===== src/common/rst_wdt_pkg.sv =====
package rst_wdt_pkg;

    // register port geometry
    localparam int ADDR_W = 8;
    localparam int DATA_W = 8;

    // register offsets
    localparam logic [ADDR_W-1:0] ADDR_WDT_CTRL = 8'h00;
    localparam logic [ADDR_W-1:0] ADDR_RST_FLAGS = 8'h01;
    localparam logic [ADDR_W-1:0] ADDR_ANALOG_CTRL = 8'h02;

    // watchdog control fields
    localparam int BIT_CHG_EN = 4;
    localparam int BIT_WDT_EN = 3;
    localparam int PER_LSB = 0;
    localparam int PER_W = 3;

    // reset flag fields
    localparam int FLAG_POR = 0;
    localparam int FLAG_EXT = 1;
    localparam int FLAG_BROWNOUT = 2;
    localparam int FLAG_WDT = 3;
    localparam int FLAG_SCAN = 4;
    localparam int FLAG_W = 5;

    // analog control fields
    localparam int BIT_BANDGAP_SEL = 0;

    // values after reset
    localparam logic [FLAG_W-1:0] FLAGS_RST = 5'h01;
    localparam logic [PER_W-1:0] PER_RST = 3'h0;
    localparam logic [DATA_W-1:0] RDATA_RST = 8'h00;

    // timing
    localparam int CLK_PERIOD_NS = 20;
    localparam logic [2:0] CHG_WINDOW_CYC = 3'h4;
    localparam int BROWNOUT_MIN_NS = 2000;
    localparam int BROWNOUT_MIN_CYC = (BROWNOUT_MIN_NS + CLK_PERIOD_NS - 1) / CLK_PERIOD_NS;
    localparam int BROWNOUT_CNT_W = 8;
    localparam int TOUT_SHORT_NS = 100;
    localparam int TOUT_SHORT_CYC = (TOUT_SHORT_NS + CLK_PERIOD_NS - 1) / CLK_PERIOD_NS;
    localparam int TOUT_MID_US = 4100;
    localparam int TOUT_MID_CYC = (TOUT_MID_US * 1000 + CLK_PERIOD_NS - 1) / CLK_PERIOD_NS;
    localparam int TOUT_LONG_US = 65000;
    localparam int TOUT_LONG_CYC = (TOUT_LONG_US * 1000 + CLK_PERIOD_NS - 1) / CLK_PERIOD_NS;
    localparam int DLY_W = 23;

    // fuse codes
    localparam logic [1:0] STARTUP_SHORT = 2'h0;
    localparam logic [1:0] STARTUP_MID = 2'h1;
    localparam logic [3:0] EXT_CLOCK_CODE = 4'h0;
    localparam logic [2:0] BROWNOUT_OFF_CODE = 3'h7;

    // watchdog oscillator cycles for period code zero
    localparam int WDT_BASE_CYC = 16384;
    localparam int WDT_CNT_W = 21;

    typedef enum logic [2:0] {
        ST_HOLD = 3'b001,
        ST_DELAY = 3'b010,
        ST_RUN = 3'b100
    } seq_state_type;

endpackage : rst_wdt_pkg


===== src/common/wdt_cfg_if.sv =====
`timescale 1ns/100ps
interface wdt_cfg_if;
    import rst_wdt_pkg::*;
    logic run;
    logic clear;
    logic [PER_W-1:0] period;
    logic expire;

    modport ctrl (output run, output clear, output period, input expire);
    modport counter (input run, input clear, input period, output expire);
endinterface : wdt_cfg_if


===== src/watchdog_counter.sv =====
`timescale 1ns/100ps
module watchdog_counter
    import rst_wdt_pkg::*;
(
    // clock and reset
    input wire logic clk,
    input wire logic rst_n,
    input wire logic ce,
    // watchdog oscillator
    input wire logic wdt_osc,
    // configuration
    wdt_cfg_if.counter cfg
);

    logic osc_s1_ff;
    logic osc_s2_ff;
    logic osc_s3_ff;
    logic [WDT_CNT_W-1:0] cnt_ff;
    logic expire_ff;
    logic tick;

    // last count before expiry: 16K oscillator cycles doubled per code
    function automatic logic [WDT_CNT_W-1:0] wdt_last(input logic [PER_W-1:0] p);
        logic [WDT_CNT_W:0] span;
        span = (WDT_CNT_W+1)'(WDT_BASE_CYC) << p;
        wdt_last = WDT_CNT_W'(span - 1'b1);
    endfunction : wdt_last

    // oscillator is unrelated to clk, so it is synchronised before its edges are counted
    always_ff @(posedge clk or negedge rst_n) begin
        if (!rst_n) begin
            osc_s1_ff <= 1'b0;
            osc_s2_ff <= 1'b0;
            osc_s3_ff <= 1'b0;
        end else if (ce) begin
            osc_s1_ff <= wdt_osc;
            osc_s2_ff <= osc_s1_ff;
            osc_s3_ff <= osc_s2_ff;
        end
    end

    assign tick = osc_s2_ff & ~osc_s3_ff; // RL12

    always_ff @(posedge clk or negedge rst_n) begin
        if (!rst_n) begin
            cnt_ff <= '0;
            expire_ff <= 1'b0;
        end else if (ce) begin
            expire_ff <= 1'b0;
            if (cfg.clear || !cfg.run) begin
                cnt_ff <= '0; // RL13
            end else if (tick) begin
                if (cnt_ff >= wdt_last(cfg.period)) begin
                    cnt_ff <= '0;
                    expire_ff <= 1'b1; // RL14 RL23
                end else begin
                    cnt_ff <= cnt_ff + 1'b1;
                end
            end
        end
    end

    assign cfg.expire = expire_ff;

endmodule : watchdog_counter


===== src/reset_and_watchdog_control.sv =====
`timescale 1ns/100ps
// Contract
// RL1: reset restores registers, release starts vector fetch
// RL2: any source forces reset without a clock; brown-out and watchdog here come from clocked flops
// RL3: stretch reset by fuse-selected delay count
// RL4: five reset sources, any one resets
// RL5: low reset pin resets without clock
// RL6: pin rise starts delay before release
// RL7: supply loss resets at once, rise delays
// RL8: enabled brown-out resets at once, delayed release
// RL9: brown-out ignores dips shorter than minimum
// RL10: scan reset bit holds processor in reset
// RL11: watchdog expiry gives one-cycle pulse, then delay
// RL12: watchdog counts its own oscillator
// RL13: counter cleared by kick, disable, reset
// RL14: eight periods, expiry resets the device
// RL15: always-on fuse selects safety level
// RL16: level one enables freely by writing one
// RL17: level one timed sequence disables or repaces
// RL18: software writes enable one when opening sequence
// RL19: level two enable always set, reads one
// RL20: level two timed sequence changes period only
// RL21: bandgap on for brown-out, comparator, converter
// RL22: change-enable clears itself after four cycles
// RL23: period code selects 16K doubling to 2048K
// RL24: watchdog flag sticky, cleared by power-on, software
// RL25: untimed clear or period write is ignored
// RL26: sources combined, release synchronised to clock
module reset_and_watchdog_control
    import rst_wdt_pkg::*;
#(
    parameter logic [DLY_W-1:0] TOUT_MID = DLY_W'(TOUT_MID_CYC),
    parameter logic [DLY_W-1:0] TOUT_LONG = DLY_W'(TOUT_LONG_CYC)
) (
    // clock and reset
    input wire logic clk,
    input wire logic rst_n,
    input wire logic ce,
    // reset sources
    input wire logic por_ok,
    input wire logic ext_rst_n,
    input wire logic supply_below,
    input wire logic scan_reset_bit,
    // fuses
    input wire logic always_on_fuse,
    input wire logic [2:0] brownout_level_fuse,
    input wire logic [1:0] startup_time_fuse,
    input wire logic [3:0] clock_select_fuse,
    // watchdog
    input wire logic wdt_osc,
    input wire logic wdt_kick,
    // analog
    input wire logic adc_enable,
    // register port
    input wire logic [ADDR_W-1:0] addr,
    input wire logic [DATA_W-1:0] wdata,
    input wire logic wr_en,
    input wire logic rd_en,
    output logic [DATA_W-1:0] rdata,
    // reset and bandgap outputs
    output logic cpu_reset,
    output logic fetch_start,
    output logic bandgap_on
);

    wdt_cfg_if cfg_bus ();

    seq_state_type state_ff;
    seq_state_type nxt_state;
    logic rel_s1_ff;
    logic rel_s2_ff;
    logic cpu_reset_ff;
    logic nxt_cpu_reset;
    logic fetch_start_ff;
    logic [DLY_W-1:0] dly_cnt_ff;
    logic [DLY_W-1:0] nxt_dly_cnt;
    logic [BROWNOUT_CNT_W-1:0] dip_cnt_ff;
    logic dip_trig_ff;
    logic brownout_en;
    logic wdt_pulse_ff;
    logic wdt_en_ff;
    logic [PER_W-1:0] period_ff;
    logic [2:0] window_ff;
    logic bandgap_sel_ff;
    logic bandgap_on_ff;
    logic [FLAG_W-1:0] flags_ff;
    logic [FLAG_W-1:0] flag_set;
    logic [DATA_W-1:0] rdata_ff;
    logic src_n;
    logic eff_en;
    logic window_open;
    logic ctrl_wr;

    // release delay chosen by fuses; an external clock needs no oscillator settling time
    function automatic logic [DLY_W-1:0] tout_cycles(input logic [1:0] st_fuse, input logic [3:0] cs_fuse);
        if (cs_fuse == EXT_CLOCK_CODE || st_fuse == STARTUP_SHORT) begin
            tout_cycles = DLY_W'(TOUT_SHORT_CYC);
        end else if (st_fuse == STARTUP_MID) begin
            tout_cycles = TOUT_MID;
        end else begin
            tout_cycles = TOUT_LONG;
        end
    endfunction : tout_cycles

    assign brownout_en = brownout_level_fuse != BROWNOUT_OFF_CODE;
    assign eff_en = wdt_en_ff | always_on_fuse; // RL19
    assign window_open = window_ff != 3'h0;
    assign ctrl_wr = wr_en && addr == ADDR_WDT_CTRL;

    // rst_n, power-on, pin and scan pull this low directly with no clock running; brown-out and watchdog arrive from clocked flops
    assign src_n = rst_n & por_ok & ext_rst_n & ~dip_trig_ff & ~scan_reset_bit & ~wdt_pulse_ff; // RL4 RL5 RL7 RL10 RL26

    // release synchroniser: asserted at once, released on clk only
    always_ff @(posedge clk or negedge src_n) begin
        if (!src_n) begin
            rel_s1_ff <= 1'b1; // RL2 RL26
            rel_s2_ff <= 1'b1;
        end else if (ce) begin
            rel_s1_ff <= 1'b0;
            rel_s2_ff <= rel_s1_ff;
        end
    end

    // delay counter sequencing
    always_comb begin
        nxt_state = state_ff;
        nxt_dly_cnt = dly_cnt_ff;
        case (state_ff)
            ST_HOLD: begin
                if (!rel_s2_ff) begin
                    nxt_state = ST_DELAY; // RL3 RL6
                    nxt_dly_cnt = tout_cycles(startup_time_fuse, clock_select_fuse);
                end
            end
            ST_DELAY: begin
                if (rel_s2_ff) begin
                    nxt_state = ST_HOLD;
                end else if (dly_cnt_ff <= DLY_W'(1)) begin
                    nxt_state = ST_RUN;
                    nxt_dly_cnt = '0;
                end else begin
                    nxt_dly_cnt = dly_cnt_ff - 1'b1; // RL3
                end
            end
            ST_RUN: begin
                if (rel_s2_ff) begin
                    nxt_state = ST_HOLD;
                end
            end
            default: begin
                nxt_state = ST_HOLD;
            end
        endcase
        nxt_cpu_reset = nxt_state != ST_RUN;
    end

    always_ff @(posedge clk or negedge src_n) begin
        if (!src_n) begin
            state_ff <= ST_HOLD;
            dly_cnt_ff <= '0;
            cpu_reset_ff <= 1'b1; // RL2
        end else if (ce) begin
            state_ff <= nxt_state;
            dly_cnt_ff <= nxt_dly_cnt;
            cpu_reset_ff <= nxt_cpu_reset;
        end
    end

    // one pulse as the core leaves reset tells it to fetch from the reset vector
    always_ff @(posedge clk or negedge rst_n) begin
        if (!rst_n) begin
            fetch_start_ff <= 1'b0;
        end else if (ce) begin
            fetch_start_ff <= cpu_reset_ff && !nxt_cpu_reset; // RL1
        end
    end

    // brown-out filter: a dip must last the minimum detection time; supply_below
    // already carries the analog hysteresis, so release follows its fall
    always_ff @(posedge clk or negedge rst_n) begin
        if (!rst_n) begin
            dip_cnt_ff <= '0;
            dip_trig_ff <= 1'b0;
        end else if (ce) begin
            if (!brownout_en || !supply_below) begin
                dip_cnt_ff <= '0;
                dip_trig_ff <= 1'b0; // RL8
            end else if (dip_cnt_ff >= BROWNOUT_CNT_W'(BROWNOUT_MIN_CYC - 1)) begin
                dip_trig_ff <= 1'b1; // RL8 RL9
            end else begin
                dip_cnt_ff <= dip_cnt_ff + 1'b1; // RL9
            end
        end
    end

    // watchdog expiry pulse; it feeds the combined source, so it cannot be cleared by the reset it causes
    always_ff @(posedge clk or negedge rst_n) begin
        if (!rst_n) begin
            wdt_pulse_ff <= 1'b0;
        end else if (ce) begin
            wdt_pulse_ff <= cfg_bus.expire & ~wdt_pulse_ff; // RL11 RL14
        end
    end

    assign cfg_bus.run = eff_en & ~cpu_reset_ff;
    assign cfg_bus.clear = wdt_kick | ~eff_en | cpu_reset_ff; // RL13
    assign cfg_bus.period = period_ff;

    watchdog_counter watchdog_counter_i (
        .clk(clk),
        .rst_n(rst_n),
        .ce(ce),
        .wdt_osc(wdt_osc),
        .cfg(cfg_bus.counter)
    );

    // watchdog configuration and timed change window
    always_ff @(posedge clk or negedge rst_n) begin
        if (!rst_n) begin
            wdt_en_ff <= 1'b0;
            period_ff <= PER_RST;
            window_ff <= 3'h0;
        end else if (ce) begin
            if (cpu_reset_ff) begin
                wdt_en_ff <= always_on_fuse; // RL1 RL15
                period_ff <= PER_RST;
                window_ff <= 3'h0;
            end else if (ctrl_wr && window_open && !wdata[BIT_CHG_EN]) begin
                period_ff <= wdata[PER_LSB +: PER_W]; // RL17 RL20
                wdt_en_ff <= always_on_fuse | wdata[BIT_WDT_EN]; // RL17 RL20
                window_ff <= 3'h0;
            end else begin
                if (ctrl_wr && wdata[BIT_WDT_EN]) begin
                    wdt_en_ff <= 1'b1; // RL16 RL25
                end
                if (ctrl_wr && wdata[BIT_CHG_EN] && wdata[BIT_WDT_EN]) begin
                    window_ff <= CHG_WINDOW_CYC; // RL17 RL18 RL20
                end else if (window_open) begin
                    window_ff <= window_ff - 3'h1; // RL22
                end
            end
        end
    end

    // analog control
    always_ff @(posedge clk or negedge rst_n) begin
        if (!rst_n) begin
            bandgap_sel_ff <= 1'b0;
            bandgap_on_ff <= 1'b0;
        end else if (ce) begin
            if (cpu_reset_ff) begin
                bandgap_sel_ff <= 1'b0; // RL1
            end else if (wr_en && addr == ADDR_ANALOG_CTRL) begin
                bandgap_sel_ff <= wdata[BIT_BANDGAP_SEL];
            end
            bandgap_on_ff <= brownout_en | bandgap_sel_ff | adc_enable; // RL21
        end
    end

    // reset cause flags survive the internal reset; a new cause beats a software clear
    always_comb begin
        flag_set = '0;
        flag_set[FLAG_POR] = ~por_ok;
        flag_set[FLAG_EXT] = ~ext_rst_n;
        flag_set[FLAG_BROWNOUT] = dip_trig_ff;
        flag_set[FLAG_WDT] = wdt_pulse_ff;
        flag_set[FLAG_SCAN] = scan_reset_bit;
    end

    always_ff @(posedge clk or negedge rst_n) begin
        if (!rst_n) begin
            flags_ff <= FLAGS_RST;
        end else if (ce) begin
            if (flag_set[FLAG_POR]) begin
                flags_ff <= FLAGS_RST; // RL24
            end else if (wr_en && addr == ADDR_RST_FLAGS) begin
                flags_ff <= (flags_ff & wdata[FLAG_W-1:0]) | flag_set; // RL24
            end else begin
                flags_ff <= flags_ff | flag_set; // RL24
            end
        end
    end

    // read data stand only in the cycle after the strobe
    always_ff @(posedge clk or negedge rst_n) begin
        if (!rst_n) begin
            rdata_ff <= RDATA_RST;
        end else if (ce) begin
            rdata_ff <= RDATA_RST;
            if (rd_en) begin
                case (addr)
                    ADDR_WDT_CTRL: begin
                        rdata_ff[BIT_CHG_EN] <= window_open;
                        rdata_ff[BIT_WDT_EN] <= eff_en; // RL19
                        rdata_ff[PER_LSB +: PER_W] <= period_ff;
                    end
                    ADDR_RST_FLAGS: begin
                        rdata_ff[FLAG_W-1:0] <= flags_ff;
                    end
                    ADDR_ANALOG_CTRL: begin
                        rdata_ff[BIT_BANDGAP_SEL] <= bandgap_sel_ff;
                    end
                    default: begin
                        rdata_ff <= RDATA_RST;
                    end
                endcase
            end
        end
    end

    assign rdata = rdata_ff;
    assign cpu_reset = cpu_reset_ff;
    assign fetch_start = fetch_start_ff;
    assign bandgap_on = bandgap_on_ff;

endmodule : reset_and_watchdog_control


===== config.mk =====
export PLATFORM = sky130hd
export DESIGN_NAME = reset_and_watchdog_control
export DESIGN_NICKNAME = d
export VERILOG_FILES = /design/src/common/rst_wdt_pkg.sv /design/src/common/wdt_cfg_if.sv /design/src/watchdog_counter.sv /design/src/reset_and_watchdog_control.sv
export SDC_FILE = /design/constraint.sdc
export NUM_CORES = 1
export LEC_CHECK = 0
export CAP_MARGIN = 40
export CORE_MARGIN = 8
export CORE_UTILIZATION = 60
export DETAILED_ROUTE_END_ITERATION = 7
export DONT_BUFFER_PORTS = 1
export PLACE_DENSITY_LB_ADDON = 0.3
export SLEW_MARGIN = 30
export SYNTH_ARGS = -nofsm -noshare
export SYNTH_HDL_FRONTEND = slang
export SYNTH_SLANG_ARGS = --single-unit

===== constraint.sdc =====
create_clock -name clk -period 5.3 [get_ports clk]
set_clock_uncertainty 0.05 [all_clocks]
set_input_delay 1.06 -clock clk [delete_from_list [all_inputs] [get_ports clk]]
set_output_delay 1.06 -clock clk [all_outputs]
set_load 0.005 [all_outputs]

## Word-level counts from Yosys, hierarchy flattened

Index checks and enable logic that the tools add are counted.

- Bits in registers: 87
- Input bits: 38
- Output and inout port bits: 11

- $add $sub $neg: 5
- $lt $le $gt $ge: 3
- Equal/unequal tests: 11
- Shifts and indexed selects: 1
- Multiplexer cells: 37
- Bitwise gates (word level): 25
- Reductions and logical operators: 36

Operators by type and width:

| kind | count |
|---|---|
| $mux 23 | 3 |
| $mux 21 | 3 |
| $pmux 23 s2 | 1 |
| $mux 22 | 2 |
| $mux 3 | 10 |
| $le 23x1->1 const B | 1 |
| $sub 23x1->23 const B | 1 |
| $add 21x1->21 const B | 1 |
| $ge 21x21->1 | 1 |
| $shl 15x3->21 const A | 1 |
| $sub 21x1->21 const B | 1 |
| $mux 8 | 2 |
| $mux 5 | 3 |
| $reduce_and 2->1 | 7 |
| $mux 1 | 10 |
| $or 5x5->5 | 2 |
| $reduce_bool 2->1 | 5 |
| $logic_and 1x1->1 | 9 |
| $pmux 3 s3 | 1 |
| $add 8x1->8 const B | 1 |
| $and 1x1->1 | 8 |
| $eq 8x1->1 const B | 1 |
| $eq 8x2->1 const B | 1 |
| $ge 8x7->1 const B | 1 |
| other kinds (20) | 42 |

## Logic depth before layout (Yosys ltp)

- Word-level depth: 7
- Mapped depth: 9

## Modules after synthesis

Synthesis repeated with hierarchy kept, for this count alone.

- Cells, all modules: 529
- Area, all modules: 5028.6 µm²

By module, submodules not included:

| module | instances | cells an instance | area each (µm²) | sequential area each (µm²) |
|---|---|---|---|---|
| reset_and_watchdog_control | 1 | 351 | 3305.7 | 1482.7 |
| watchdog_counter | 1 | 178 | 1722.9 | 625.6 |

## Least setup slack after synthesis

No wires, ideal clock.

- Kind: input-to-reg
- Start point: in addr[5]
- End point: reg wdt_en_ff
- Setup time: 146 ps
- Arrival time: 2429 ps
- Required time: 5104 ps
- Slack: 2675 ps
- Stages: 5
- Buffers on the path: 0
- Path through: or4_4 nor4_4 a31oi_2 a2111oi_2 a211oi_1

- Word-level cells in the longest chain between the ends: 6

RTL lines:

| item | RTL line | source |
|---|---|---|
| start, declared | reset_and_watchdog_control.sv:55 | `input wire logic [ADDR_W-1:0] addr,` |
| $logic_not 8->1 (*) | reset_and_watchdog_control.sv:108 | `assign ctrl_wr = wr_en && addr == ADDR_WDT_CTRL;` |
| $logic_and 1x1->1 (*) | reset_and_watchdog_control.sv:108 |  |
| $logic_and 1x1->1 (2 in series) | reset_and_watchdog_control.sv:228 | `end else if (ctrl_wr && window_open && !wdata[BIT_CHG_EN]) begin` |
| $reduce_bool 3->1 (no line) or $mux 1 (tied branches) | - |  |
| $reduce_and 2->1 (no line) or $mux 1 (tied branches) | - |  |
| end signal, assigned | reset_and_watchdog_control.sv:225 | `wdt_en_ff <= always_on_fuse;` |
| end signal, assigned | reset_and_watchdog_control.sv:230 | `wdt_en_ff <= always_on_fuse \| wdata[BIT_WDT_EN];` |
| end, declared | reset_and_watchdog_control.sv:81 | `logic wdt_en_ff;` |

Every way passes the cells marked *; elsewhere a longest branch is shown, timed or not.
A chain may end at the register's enable or synchronous reset.

## Worst setup path in the final report

- Start point: reg period_ff[2] (netlist: cfg_bus.period[2])
- End point: reg watchdog_counter_i.cnt_ff[9]

- Word-level cells in the longest chain between the ends: 6

RTL lines:

| item | RTL line | source |
|---|---|---|
| start, declared | reset_and_watchdog_control.sv:82 | `logic [PER_W-1:0] period_ff;` |
| start signal, assigned | reset_and_watchdog_control.sv:229 | `period_ff <= wdata[PER_LSB +: PER_W];` |
| $shl 15x3->21 | watchdog_counter.sv:25 | `span = (WDT_CNT_W+1)'(WDT_BASE_CYC) << p;` |
| $sub 21x1->21 | watchdog_counter.sv:26 | `wdt_last = WDT_CNT_W'(span - 1'b1);` |
| $ge 21x21->1 | watchdog_counter.sv:53 | `if (cnt_ff >= wdt_last(cfg.period)) begin` |
| $mux 21 | watchdog_counter.sv:53 |  |
| $mux 21 | watchdog_counter.sv:52 | `end else if (tick) begin` |
| $mux 21 | watchdog_counter.sv:50 | `if (cfg.clear \|\| !cfg.run) begin` |
| end signal, assigned | watchdog_counter.sv:57 | `cnt_ff <= cnt_ff + 1'b1;` |
| end, declared | watchdog_counter.sv:18 | `logic [WDT_CNT_W-1:0] cnt_ff;` |

Every way passes these cells. The select of a mux whose other input is x is not followed.

==> impl_metrics.py <==
metrics = {
    "setup_path": {
        "crit_chain": "o21ai_0 > ha_1 > a211oi_1 > o22a_1 > nand3b_1 > o311ai_1",
        "reg2reg_depth": 6,
        "cp.depth": 6,
        "cp_top_family": "compound AO/OA/AOI/OAI gates",
        "crit_buf_inv": 0,
        "startpoint_type": "flop",
        "critPathArrivalTime_ps": 3560,
        "slowest_delay_ps": 750,
        "cp.required_ps": 5500,
        "crit_fanout": 22,
        "slowest_stage": "nand3b_1",
        "endpoint_kind": "flop",
        "worst-setup-path-type": "flop to flop",
    },
    "detailed_routing": {
        "antenna_left": 0,
        "firstDrtPassIters": 5,
        "finalWirelength_mm": 10.8,
        "routedWlPerCell_um": 17.2,
        "drcViolationCount": 0,
        "vias": 4037,
        "drt_iter0_markers": 257,
        "viasPerCell": 6.42,
    },
    "clock_tree": {
        "cts_made_buffers": 9,
        "cts_sinks": 84,
        "worstSkewPairLatency_ps": 360,
        "cts_hold_buffers": 0,
        "cts_resized": 0,
        "cts_setup_buffers": 0,
        "clk_pin_slew_ps": 90,
        "htreeDepth": 3,
        "cts_tree": "built",
        "cts_buffer_depth": 2,
        "root_buffer": "clkbuf_8",
    },
    "logic_synthesis": {
        "ys_ff_latch": 84,
        "synth_edf_count": 0,
        "synth-simple-area-share": 0.230,
        "synth_xor_area_frac": 0.00898,
        "synth-compound-area-share": 0.234,
        "synth_area_per_cell_um2": 9.29,
        "yosysMostFrequentCell": "dfrtp_1",
        "synth_cell_type_count": 77,
        "seq_area_frac_synth": 0.432,
        "synth_warnings": 0,
        "synth_top_area_cell": "dfrtp_1",
        "syn_area_mm2": 0.00488,
        "synth_top_area_share": 0.405,
        "synth_top_family_by_area": "compound AO/OA/AOI/OAI gates",
        "synthTopCellsByCount": "79 x dfrtp_1, 49 x nand2_1, 29 x nor2_1",
        "synthTopCellsByArea": "dfrtp_1 41%, nand2_1 3.8%, ha_1 3.3%",
        "async_reset_ff_frac": 1.00,
        "synth-main-ff-cell": "dfrtp_1",
        "synthAdderAreaFrac": 0.0333,
        "muxShareOfSynthArea": 0.0195,
        "netlist_instances": 525,
    },
    "die": {
        "io_pins": 49,
        "dieArea_mm2": 0.0113,
        "die_y_um": 106,
        "start_util": 0.606,
        "num_rows": 33,
        "die_x_um": 106,
        "core_mm2": 0.00805,
    },
    "outcome": {
        "status": "finished clean",
    },
    "layout": {
        "drive_above_1_share": 0.0973,
        "syn2layout_area_growth_pct": 6.23,
        "layout.nets": 570,
        "antenna_cells": 0,
    },
    "placement": {
        "dp.final_hpwl_mm": 7.56,
        "portBuffers": 0,
        "dp_worst_setup_slack_ps": 2000,
        "place.gp.congestion": 0.879,
    },
    "sta": {
        "max_freq_mhz": 297,
        "setup_ws_ps": 1940,
        "relSlewSlack": 0.468,
        "drv_slew": 0,
        "layout_min_cycle_time_ps": 3360,
        "hold_violations": 0,
        "worst_pin_slew_ps": 795,
        "grt_setup_unrepaired": "no",
        "setup_viol": 0,
        "period_share": 0.634,
        "finalSetupTns_ps": 0,
    },
    "global_route": {
        "grt_pass1_wl_mm": 18.8,
        "gr-total-overflow": 0,
        "grtUsageTotal": 0.202,
        "grt_pass1_vias": 4002,
        "antenna_found_initial": 0,
        "grt_max_degree": 57,
    },
    "pwr": {
        "power_mw": 1.89,
        "peakVddDrop_mv": 0.231,
        "p_per_area_mw_per_mm2": 365,
        "leakage_nw": 2.09,
    },
    "min_path": {
        "hp-class": "input pin to asynchronous set/reset pin",
    },
    "job": {
        "maxCapViolCount": 0,
    },
}
metrics by stage:
step / instances / utilization / instance area [µm²] / hold slack (ps)
after global routing: 629 / 0.644 / 5180 / 303
after global placement: 613 / 0.616 / 4960 / 413
after CTS: 629 / 0.644 / 5180 / 312
final: 629 / 0.644 / 5180 / 336
after floorplan: 527 / - / 4890 / 397
after detailed placement: 613 / 0.616 / 4960 / 420
cell families after synthesis:
group / count (synthesis)
other: 1
AOI/OAI and AO/OA: 165
xor gates and xnor gates: 5
DFF: 84
buffers and inverters: 47
muxes: 9
and+or+nand+nor: 201
adders and majority gates: 13
worst register-to-register path: cells and delay by family, from the launching register on:
family,cells,cell delay (ps)
fa+ha+maj,1,320
compound gates,4,1640
flops,1,490
simple gates,1,750
placed cells by master (no fill, tap or decap), types with 5 or more instances in the layout:
cell type,count
inv_1,23
dfstp_2,5
a31oi_1,14
and3_1,6
clkbuf_8,10
nor2b_1,8
a41oi_1,8
buf_4,5
o21ai_0,19
nor3_1,16
a21oi_1,26
and2_1,7
dfrtp_1,79
nand2_1,49
nand4_1,19
mux2i_1,5
nor2_1,29
o22ai_1,8
o211ai_1,5
o2bb2ai_1,6
o31ai_1,10
nand2b_1,11
nand3_1,23
o21ai_1,22
ha_1,13
o311ai_1,8
layout make-up:
type                            count  area [µm²]
Clock buffer                       11         141
Clock inverter                      5        83.8
Fill cell                         665        2870
Inverter                           23        86.3
Multi-Input combinational cell    396        2590
Sequential cell                    84        2110
Tap cell                          105         131
Timing Repair Buffer                5        37.5
where the power goes:
| group | leakage [nW] | internal (mW) | switching [mW] |
|---|---|---|---|
| Clock | 0.106 | 0.280 | 0.235 |
| Sequential | 1.12 | 0.731 | 0.108 |
| Combinational | 0.869 | 0.214 | 0.324 |
layer usage:
metal | up-vias | global-route usage | wire [µm]
met4 | 0 | 0.0734 | 191
li1 | 1974 | - | -
met3 | 21 | 0.0436 | 506
met2 | 85 | 0.344 | 5400
met5 | - | 0 | 0
met1 | 1957 | 0.248 | 4730
registers in the layout, indices dropped and copies added, names as in the netlist:
| signal | flops |
|---|---|
| dly_cnt_ff | 23 |
| watchdog_counter_i.cnt_ff | 21 |
| dip_cnt_ff | 8 |
| flags_ff | 5 |
| rdata | 5 |
| cfg_bus.period | 3 |
| state_ff | 3 |
| window_ff | 3 |
| bandgap_on | 1 |
| bandgap_sel_ff | 1 |
| cpu_reset | 1 |
| dip_trig_ff | 1 |
| fetch_start | 1 |
| rel_s1_ff | 1 |
| rel_s2_ff | 1 |
| watchdog_counter_i.cfg.expire | 1 |
| watchdog_counter_i.osc_s1_ff | 1 |
| watchdog_counter_i.osc_s2_ff | 1 |
| watchdog_counter_i.osc_s3_ff | 1 |
| wdt_en_ff | 1 |
| wdt_pulse_ff | 1 |
worst paths after layout:
check | from | end | slack (ps)
setup / recovery | cfg_bus.period[2]$_DFFE_PN0P_ | watchdog_counter_i.cnt_ff[9]$_DFFE_PN0P_ | 1940
hold / removal | rst_n | watchdog_counter_i.osc_s3_ff$_DFFE_PN0P_ | 340
setup reg to reg | cfg_bus.period[2]$_DFFE_PN0P_ | watchdog_counter_i.cnt_ff[9]$_DFFE_PN0P_ | 1940
hold reg to reg | window_ff[0]$_DFFE_PN0P_ | window_ff[0]$_DFFE_PN0P_ | 430
max in group asynchronous | scan_reset_bit | cpu_reset$_DFFE_PN1P_ | 3870
min in group clk | window_ff[0]$_DFFE_PN0P_ | window_ff[0]$_DFFE_PN0P_ | 430
No activity file was read; power rests on OpenSTA's default activity.
